--- config.mk ---
export PLATFORM = sky130hd
export DESIGN_NAME = extended_interrupt_status
export DESIGN_NICKNAME = d
export VERILOG_FILES = /design/src/hw/group1_irq_pkg.sv /design/src/hw/extended_interrupt_status.sv
export SDC_FILE = /design/constraint.sdc
export NUM_CORES = 1
export LEC_CHECK = 0
export ABC_AREA = 1
export CORE_MARGIN = 5
export CORE_UTILIZATION = 30
export DETAILED_ROUTE_END_ITERATION = 16
export DONT_BUFFER_PORTS = 1
export GPL_TIMING_DRIVEN = 1
export SYNTH_ARGS = -nofsm -noshare
export SYNTH_HDL_FRONTEND = slang
export SYNTH_SLANG_ARGS = --single-unit
--- constraint.sdc ---
create_clock -name core_clk -period 2.6 [get_ports core_clk]
set_clock_uncertainty 0.05 [all_clocks]
set_input_delay 0.26 -clock core_clk [delete_from_list [all_inputs] [get_ports core_clk]]
set_output_delay 0.26 -clock core_clk [all_outputs]
set_load 0.05 [all_outputs]
--- src/hw/group1_irq_pkg.sv ---
// Register map, field layout and event carrier for the group-one interrupt status block.
package group1_irq_pkg;

  localparam int ADDR_W = 8;
  localparam int DATA_W = 32;

  // Byte addresses of the registers reached over the plain register port.
  localparam logic [7:0] STATUS_OFS = 8'h18;
  localparam logic [7:0] MASK_OFS = 8'h1C;
  localparam logic [7:0] DIAGNOSTICS_OFS = 8'h30;

  // Bit positions of the summary, routing and test fields.
  localparam int GRP0_SUM_BIT = 1;
  localparam int GRP1_SUM_BIT = 2;
  localparam int PIN_ROUTE_BIT = 2;
  localparam int DIRECT_TEST_BIT = 0;

  // Status bits that hardware events can set; all others are reserved.
  localparam logic [31:0] EVENT_BITS = 32'hE77F_7D58;
  // Writable mask bits: one enable per event bit plus the pin routing enable.
  localparam logic [31:0] MASK_BITS = 32'hE77F_7D5C;
  localparam logic [31:0] DIAGNOSTICS_BITS = 32'h0000_0001;

  localparam logic [31:0] STATUS_RST = 32'h0000_0000;
  localparam logic [31:0] MASK_RST = 32'h0000_0000;
  localparam logic [31:0] DIAGNOSTICS_RST = 32'h0000_0000;

  // One-cycle event pulses, laid out at their status bit positions.
  typedef struct packed {
    logic rx_block_count_error;
    logic async_bulk_tx_failed;
    logic async_bulk_tx_done;
    logic [1:0] unused_28_27;
    logic tx_block_count_error;
    logic early_iso_go_error;
    logic host_access_blocked;
    logic unused_23;
    logic selfid_partial_purge;
    logic selfid_period_done;
    logic bcast_partial_purge;
    logic bcast_packet_confirmed;
    logic async_ctrl_partial_purge;
    logic async_ctrl_packet_confirmed;
    logic video_partial_purge;
    logic unused_15;
    logic iso_partial_purge;
    logic handshake_timeout;
    logic async_bulk_partial_purge;
    logic overlapping_access_error;
    logic host_fifo_access_error;
    logic unused_9;
    logic video_release_time_hit;
    logic unused_7;
    logic video_rx_verified;
    logic unused_5;
    logic iso_rx_verified;
    logic async_rx_verified;
    logic [2:0] unused_2_0;
  } event_type;

endpackage

--- src/hw/extended_interrupt_status.sv ---
// Group-one interrupt status register with mask, direct test mode and pin routing.
`timescale 1ns/1ps
`default_nettype none

// Functional notes
// - Writing one clears a status bit except bits 1 and 2; zero leaves it.
// - Power-up and software reset clear every bit to zero except bit 1, which follows the group-zero input.
// - With the direct test bit set, software reads and writes the event bits and bit 2, but not bit 1.
// - Bit 1 reads one while any group-zero status bit is set.
// - Bit 2 reads one while any bit of this register other than bits 1 and 2 is set.
// - Bit 3 sets on a verified asynchronous bulk receive packet.
// - Bit 4 sets on a verified isochronous bulk receive packet.
// - Bit 6 sets on a verified video receive packet.
// - Bit 8 sets when the video release time is reached.
// - Bit 10 sets on an illegal host FIFO access; cause code kept elsewhere.
// - Bit 11 sets when an access starts before a write finishes.
// - Bit 12 sets on a partial purge from the asynchronous bulk receive FIFO.
// - Bit 13 sets on a seventeen-cycle handshake timeout.
// - Bit 14 sets on a partial purge from the isochronous bulk receive FIFO.
// - Bit 16 sets on a partial video packet purge.
// - Bits 17 and 18 set on asynchronous control FIFO confirm and purge.
// - Bits 19 and 20 set on broadcast control FIFO confirm and purge.
// - Bits 21 and 22 set on self-ID period end and self-ID purge.
// - Bit 24 sets when a host FIFO access is blocked by a busier transfer.
// - Bit 25 sets on a premature isochronous go event.
// - Bits 26 and 31 set on transmit and receive block count errors.
// - Bits 29 and 30 set on bulk asynchronous transmit success and failure.
// - A status bit reaches the interrupt only while its mask bit is one.
// - Mask bit 2 decides whether group-one status drives the interrupt pin.
module extended_interrupt_status #(
  parameter int ADDR_W = group1_irq_pkg::ADDR_W
) (
  input wire logic core_clk,
  input wire logic rst,
  input wire logic soft_rst,
  input wire logic [ADDR_W-1:0] reg_addr,
  input wire logic [31:0] reg_wdata,
  input wire logic reg_wr,
  input wire logic reg_rd,
  output logic [31:0] reg_rdata,
  input wire group1_irq_pkg::event_type events,
  input wire logic group0_pending,
  output logic group1_irq
);

  logic [31:0] status_q;
  logic [31:0] status_d;
  logic [31:0] mask_q;
  logic [31:0] mask_d;
  logic [31:0] diagnostics_q;
  logic [31:0] diagnostics_d;
  logic sum1_test_q;
  logic sum1_test_d;
  logic [31:0] rdata_d;
  logic irq_d;

  // Address decode for the three registers.
  wire logic hit_status = reg_addr == ADDR_W'(group1_irq_pkg::STATUS_OFS);
  wire logic hit_mask = reg_addr == ADDR_W'(group1_irq_pkg::MASK_OFS);
  wire logic hit_diagnostics = reg_addr == ADDR_W'(group1_irq_pkg::DIAGNOSTICS_OFS);
  wire logic wr_status = reg_wr && hit_status;
  wire logic wr_mask = reg_wr && hit_mask;
  wire logic wr_diagnostics = reg_wr && hit_diagnostics;

  // Direct test mode enable from the diagnostics register.
  wire logic test_mode = diagnostics_q[group1_irq_pkg::DIRECT_TEST_BIT];

  // Event pulses restricted to the positions that hardware may set.
  wire logic [31:0] event_vec = 32'(events) & group1_irq_pkg::EVENT_BITS;

  // Write-one-to-clear vector; only live outside test mode.
  wire logic [31:0] clear_vec = (wr_status && !test_mode) ?
    (reg_wdata & group1_irq_pkg::EVENT_BITS) : 32'h0000_0000;

  // In test mode a write loads the event bits directly.
  wire logic [31:0] load_vec = reg_wdata & group1_irq_pkg::EVENT_BITS;

  // Summary bits. Bit 2 follows the stored flags; test mode may override it.
  wire logic sum1_live = |status_q;
  wire logic sum1_view = test_mode ? sum1_test_q : sum1_live;
  wire logic sum0_view = group0_pending;

  // Status as software sees it: stored flags plus the two summaries; bit 2 is writable in test mode.
  wire logic [31:0] status_view = status_q
    | (32'(sum0_view) << group1_irq_pkg::GRP0_SUM_BIT)
    | (32'(sum1_view) << group1_irq_pkg::GRP1_SUM_BIT);

  // Masked flags that may raise the interrupt.
  wire logic [31:0] enabled_vec = status_q & mask_q;
  wire logic route_on = mask_q[group1_irq_pkg::PIN_ROUTE_BIT];

  // Next value of the status flags.
  // An event in the same cycle as its clear wins, so no event is lost.
  always_comb begin
    if (soft_rst) begin
      status_d = group1_irq_pkg::STATUS_RST;
    end else if (wr_status && test_mode) begin
      status_d = load_vec | event_vec;
    end else begin
      status_d = (status_q & ~clear_vec) | event_vec;
    end
  end

  // Next value of the summary override used only in test mode.
  always_comb begin
    if (soft_rst) begin
      sum1_test_d = 1'b0;
    end else if (wr_status && test_mode) begin
      sum1_test_d = reg_wdata[group1_irq_pkg::GRP1_SUM_BIT];
    end else begin
      sum1_test_d = sum1_test_q;
    end
  end

  // Mask and diagnostics registers keep only their defined bits.
  always_comb begin
    if (soft_rst) begin
      mask_d = group1_irq_pkg::MASK_RST;
      diagnostics_d = group1_irq_pkg::DIAGNOSTICS_RST;
    end else begin
      mask_d = wr_mask ? (reg_wdata & group1_irq_pkg::MASK_BITS) : mask_q;
      diagnostics_d = wr_diagnostics ? (reg_wdata & group1_irq_pkg::DIAGNOSTICS_BITS) : diagnostics_q;
    end
  end

  // Read mux; unmapped addresses and idle cycles return zero.
  always_comb begin
    rdata_d = 32'h0000_0000;
    if (reg_rd) begin
      if (hit_status) begin
        rdata_d = status_view;
      end else if (hit_mask) begin
        rdata_d = mask_q;
      end else if (hit_diagnostics) begin
        rdata_d = diagnostics_q;
      end else begin
        rdata_d = 32'h0000_0000;
      end
    end
  end

  // The pin is driven only when routing is on and an enabled flag is up.
  assign irq_d = route_on && (|enabled_vec) && !soft_rst;

  // Register state.
  always_ff @(posedge core_clk or posedge rst) begin
    if (rst) begin
      status_q <= group1_irq_pkg::STATUS_RST;
      mask_q <= group1_irq_pkg::MASK_RST;
      diagnostics_q <= group1_irq_pkg::DIAGNOSTICS_RST;
      sum1_test_q <= 1'b0;
    end else begin
      status_q <= status_d;
      mask_q <= mask_d;
      diagnostics_q <= diagnostics_d;
      sum1_test_q <= sum1_test_d;
    end
  end

  // Registered outputs, so the read data stand exactly one cycle after the strobe.
  always_ff @(posedge core_clk or posedge rst) begin
    if (rst) begin
      reg_rdata <= 32'h0000_0000;
      group1_irq <= 1'b0;
    end else begin
      reg_rdata <= rdata_d;
      group1_irq <= irq_d;
    end
  end

  // Per-bit checks, one copy for each event position and for each mask position.
  // Each copy watches one bit only, so a failing check names the flag directly.
  for (genvar b = 0; b < 32; b++) begin : g_bit_chk
    if (group1_irq_pkg::EVENT_BITS[b]) begin : g_event

    end
    if (group1_irq_pkg::MASK_BITS[b]) begin : g_mask

    end else begin : g_mask_rsv

    end
  end
endmodule

`default_nettype wire

==> results of run 1 <==
[per-layer routing]
metal	up-vias	GRT usage, %	routed length, um
li1	1580	-	-
met1	1559	18.84	4665
met2	115	25.25	5390
met3	10	5.300	958
met4	0	4.059	96
met5	-	0	0
[power groups by stage]
stage	combinational [uW]	sequential, uW	clock [uW]
4_1_cts	178	1190	1120
2_1_floorplan	160	1200	0
3_3_place_gp	173	1210	0
3_5_place_dp	177	1210	0
5_1_grt	202	1190	1170
6_report	175	1190	1100
[worst max-delay path, delay by kind of cell (launching register included)]
| kind | cells | cell delay [ps] |
|---|---|---|
| buffers and inverters | 2 | 600 |
| AND/OR/NAND/NOR | 1 | 440 |
| flip-flops | 1 | 320 |
| AO/OA/AOI/OAI | 1 | 140 |
[cell families after synthesis]
kind of cell / synth area share (%)
simple gates: 31.66
buf+inv: 13.85
flops: 48.04
compound gates: 6.351
other cells: 0.09862
[cell usage after synthesis (all sizes together)]
cell type  count
conb           1
clkbuf        11
a21oi          5
inv           92
buf           23
nand3b         1
nand2        136
clkinv         1
nand3         51
a31oi          1
dfrtp         73
nand4         47
o21ai         42
nor2          19
nor4           1
nor3           3
[cell type report]
| type | count | area (um^2) |
|---|---|---|
| timing repair buffer | 7 | 67.56 |
| fill | 1348 | 8335 |
| inverter | 93 | 349.1 |
| sequential | 73 | 1827 |
| clock inverter | 1 | 5.005 |
| multi-input combinational | 313 | 1471 |
| clock buffer | 12 | 246.5 |
| tap | 172 | 215.2 |
[metrics by stage]
stage	cells	power, uW	util, %	cell area (um^2)	hold slack, ps
2_1_floorplan	513	1360	-	3825	316.2
3_3_place_gp	657	1379	31.32	3920	217.0
3_5_place_dp	657	1384	31.32	3920	230.1
4_1_cts	671	2487	33.41	4182	1.668
5_1_grt	671	2560	33.41	4182	7.206
6_report	671	2467	33.41	4182	2.911
[flip-flops by register name, summed over array words and instances, names as in the netlist]
name / cells
reg_rdata: 25
mask_q: 23
status_q: 22
diagnostics_q: 1
group1_irq: 1
sum1_test_q: 1
[final timing paths]
check                                 start            to  slack, ps  depth (start not counted)
setup reg to reg           diagnostics_q[0]   sum1_test_q        890                          4
min in group asynchronous               rst  reg_rdata[1]        440                          2
hold / removal               group0_pending  reg_rdata[1]          3                          2
max in group asynchronous               rst  status_q[29]       1370                          3
hold reg to reg                  mask_q[30]    mask_q[30]        460                          2
setup / recovery           diagnostics_q[0]   sum1_test_q        890                          4
[repair_timing]
item,CTS,global route
hold buffers,1,0
resized for setup,0,0
buffers inserted,0,0
hold endpoints to repair,29,0
==> impl_metrics.env, run 1 <==
export IMPL_syn_avg_cell_area_um2=7.500
export IMPL_grt_pass1_wl_mm=17.55
export IMPL_cts_buffer_depth=2
export IMPL_p_seq_share_pct=48.2
export IMPL_final_hold_viol_count=0
export IMPL_drt_iter0_markers=247
export IMPL_syn_to_final_growth_pct=9.970
export IMPL_cp_start_kind="flop"
export IMPL_routed_wl_mm=11.11
export IMPL_syn_inst=507
export IMPL_crit_path_end_kind="flop"
export IMPL_path_clk_slew_ps=50
export IMPL_grt_use_total_pct=15.20
export IMPL_ioPinCount=111
export IMPL_slew_viol_final=0
export IMPL_diodes=0
export IMPL_fin_crit_sh_pct=65.92
export IMPL_ant_nets=0
export IMPL_ys_top_cells_by_area="dfrtp_1 48%, nand2_1 13%, inv_1 8.8%"
export IMPL_die_height_um=122.6
export IMPL_slew_headroom_pct=55.30
export IMPL_slowest_stage="nor4_1"
export IMPL_nNetsFinal=575
export IMPL_ys_seq_elements=73
export IMPL_dpl_hpwl_mm=7.820
export IMPL_p_leak_uw=0.002179
export IMPL_rsz0062_at_grt="false"
export IMPL_cts_sinks=73
export IMPL_power_density_nw_per_um2=589.9
export IMPL_antenna_found_initial=0
export IMPL_hold_class="in -> reg"
export IMPL_synth_area_um2=3802
export IMPL_cap_violations=0
export IMPL_vias=3264
export IMPL_via_per_inst=4.864
export IMPL_netSwitchingPower_uw=603.2
export IMPL_cts_root_buf="clkbuf_16"
export IMPL_swShare_pct=24.45
export IMPL_start_util_pct=30.38
export IMPL_clk_latency_ps=330
export IMPL_final_cell_mix="134 x nand2_1, 88 x inv_1, 73 x dfrtp_1"
export IMPL_status="complete, no violations"
export IMPL_core_um2=12520
export IMPL_die_w_um=122.6
export IMPL_critPathKind="reg -> reg"
export IMPL_yosys_warnings=0
export IMPL_max_freq_ghz=0.5834
export IMPL_cts_tree="built"
export IMPL_grt_max_degree=48
export IMPL_finalSetupViolCount=0
export IMPL_place_congestion=0.8022
export IMPL_die_area_um2=15030
export IMPL_yosysSeqAreaShare_pct=48.04
export IMPL_crit_chain="buf_4 -> inv_2 -> nor4_1 -> o21ai_0"
export IMPL_grt_pass1_vias=3324
export IMPL_overflow=0
export IMPL_final_common_cell="nand2_1"
export IMPL_cts_htree_levels=3
export IMPL_synth_distinct_cells=25
export IMPL_slowest_delay_ps=440
export IMPL_tightest_slew_ps=669.6
export IMPL_placementRows=41
export IMPL_dp_slack_ps=570.3
export IMPL_wl_per_cell_um=16.56
export IMPL_yosys_area_top_type="dfrtp_1"
export IMPL_worstPathRequired_ps=2750
export IMPL_port_buffers=0
export IMPL_clock_power_share_pct=44.8
export IMPL_finalSetupTns_ps=0
export IMPL_setup_slack_ps=886.0
export IMPL_finalWorstPathRequiredPeriod_ps=1714
export IMPL_irDropWorstVdd_mv=0.2887
export IMPL_path_max_fanout=25
export IMPL_numCtsBuffers=9
export IMPL_drc=0
export IMPL_p_comb_share_pct=7.1
export IMPL_cellInternalPower_uw=1864
export IMPL_synth_top_area_share_pct=48.04
export IMPL_first_pass_iters=4
export IMPL_critPathArrivalTime_ps=1860
export IMPL_drive_gt1_share_pct=5.411
No activity file was read; power rests on OpenSTA's default activity.
==> run 2: changes to the inputs <==
==> constraint.sdc (replaced) <==
create_clock -name core_clk -period 1.5 [get_ports core_clk]
set_clock_uncertainty 0.05 [all_clocks]
set_input_delay 0.15 -clock core_clk [delete_from_list [all_inputs] [get_ports core_clk]]
set_output_delay 0.15 -clock core_clk [all_outputs]
set_load 0.05 [all_outputs]
==> run 2 against run 1 <==
Compared with the run above: the flow now finishes with violations (hold timing); critical path type unchanged; sequential power rose by 73%; total power rose by 97%; fmax rose by 28%; utilization rose by 5.1 points; sequential share of layout area fell by 5.8 points; via count rose by 8.7%; non-clock buffer count rose by 55; clock power rose by 120%; clock-buffer cell count did not move; worst hold slack got worse by 5.0 ps; highest routed layer unchanged; routed wire length rose by 5.3%.
==> impl_metrics.env, run 2 (synthesized netlist as in run 1, its figures left out) <==
export IMPL_status="finished, violations left"
export IMPL_violations="hold timing"
export IMPL_antenna_found_initial=0
export IMPL_drive_gt1_share_pct=6.822
export IMPL_nNetsFinal=630
export IMPL_finalSetupViolCount=0
export IMPL_core_um2=12520
export IMPL_top_regs="reg_rdata x25, mask_q x23, status_q x22"
export IMPL_postCtsSetupBuffers=0
export IMPL_p_leak_uw=0.002456
export IMPL_dpl_hpwl_mm=7.913
export IMPL_fin_cells=729
export IMPL_power_density_nw_per_um2=1009
export IMPL_overflow=0
export IMPL_nFillCells=1295
export IMPL_max_freq_ghz=0.7447
export IMPL_dp_slack_ps=81.37
export IMPL_crit_path_end_kind="flop"
export IMPL_largest_register="reg_rdata"
export IMPL_irDropWorstVdd_mv=0.5516
export IMPL_cp_start_kind="flop"
export IMPL_die_area_um2=15030
export IMPL_wl_per_cell_um=16.05
export IMPL_final_cell_mix="134 x nand2_1, 88 x inv_1, 73 x dfrtp_1"
export IMPL_routed_wl_mm=11.70
export IMPL_start_util_pct=30.38
export IMPL_setup_slack_ps=157.2
export IMPL_tightest_slew_ps=684.1
export IMPL_port_buffers=0
export IMPL_cts_buffer_depth=2
export IMPL_cap_violations=0
export IMPL_via_per_inst=4.868
export IMPL_clk_latency_ps=330
export IMPL_worstPathRequired_ps=1730
export IMPL_drc=0
export IMPL_grt_use_total_pct=16.28
export IMPL_first_pass_iters=5
export IMPL_cts_root_buf="clkbuf_16"
export IMPL_largest_reg_flops=25
export IMPL_grt_max_degree=74
export IMPL_die_height_um=122.6
export IMPL_final_hold_viol_count=1
export IMPL_dp_cells=664
export IMPL_hold_class="in -> reg"
export IMPL_slew_viol_final=0
export IMPL_finalPower_uw=4864
export IMPL_numCtsBuffers=9
export IMPL_path_max_fanout=14
export IMPL_vias=3549
export IMPL_slew_headroom_pct=54.24
export IMPL_seq_area_um2=1827
export IMPL_finalWorstPathRequiredPeriod_ps=1343
export IMPL_syn_to_final_growth_pct=26.82
export IMPL_placementRows=41
export IMPL_diodes=0
export IMPL_cts_tree="built"
export IMPL_die_w_um=122.6
export IMPL_rsz0062_at_grt="false"
export IMPL_critPathArrivalTime_ps=1570
export IMPL_final_common_cell="nand2_1"
export IMPL_cts_htree_levels=3
export IMPL_cts_sinks=73
export IMPL_fin_crit_sh_pct=89.52
export IMPL_whs_ps=-2.039
export IMPL_finalSetupTns_ps=0
export IMPL_critPathKind="reg -> reg"
export IMPL_drt_iter0_markers=380
export IMPL_grt_pass1_wl_mm=19.02
export IMPL_multi_input_area_um2=1471
export IMPL_ioPinCount=111
export IMPL_place_congestion=0.8504
export IMPL_path_clk_slew_ps=60
export IMPL_ant_nets=0
export IMPL_grt_pass1_vias=3731
[run 2: cell types whose count changed in the layout (fill, tap and decap cells not counted)]
cell	previous run	this run
dlygate4sd3_1	1	49
inv_2	4	3
clkinvlp_4	0	1
clkbuf_1	2	1
bufinv_16	0	2
clkbuf_8	1	2
buf_12	1	3
buf_4	5	10
inv_6	0	1
[run 2: worst paths after layout]
| kind | startpoint | endpoint | slack (ps) | depth (start not counted) |
|---|---|---|---|---|
| worst max-delay path | diagnostics_q[0] | status_q[16] | 160 | 8 |
| worst min-delay path | reg_rd | reg_rdata[16] | -2 | 2 |
| worst max register to register | diagnostics_q[0] | status_q[16] | 160 | 8 |
| worst min register to register | mask_q[30] | mask_q[30] | 460 | 2 |
| max in group asynchronous | rst | mask_q[8] | 710 | 3 |
| min in group asynchronous | rst | reg_rdata[1] | 350 | 3 |
[run 2: cell type report]
class / count / share of cell area [%]
clock buffers: 12 / 5.319
well taps: 172 / 4.463
inverters: 93 / 7.317
clock inverters: 4 / 1.531
flip-flops and latches: 73 / 37.88
repair buffers: 62 / 12.97
multi-input cells: 313 / 30.51
[run 2: timing repair]
item | 4_1_cts | 5_1_grt
endpoints found under the hold margin | 134 | 0
resized for setup | 0 | 0
hold buffers | 49 | 0
setup endpoints to repair | 0 | 0
[run 2: worst max-delay path, cell delays in order, from the launching register on]
cell     delay (ps)
dfrtp_1         420
inv_2           250
buf_12          190
nand2_1          60
nand3_1          80
nand2_1          70
nand3_1          70
nand2_1          50
inv_1            50
[run 2: layer usage]
layer / routed length (um) / global-route usage (%)
met5: 0 / 0
met4: 326 / 6.438
met2: 5440 / 26.49
met3: 1001 / 4.747
met1: 4935 / 20.38
[run 2: through the flow]
stage	utilization [%]	area, um^2
floorplan	-	3829
global placement	31.97	4001
detailed placement	31.97	4001
CTS	38.52	4822
global route	38.52	4822
finish	38.52	4822
[run 2: power breakdown]
group          total (uW)  leakage [uW]  switching [uW]  internal (uW)
sequential           2060      0.000987            43.9           2010
clock                2380      0.000163             831           1550
combinational         424       0.00131             258            166
total                4860       0.00246            1130           3730
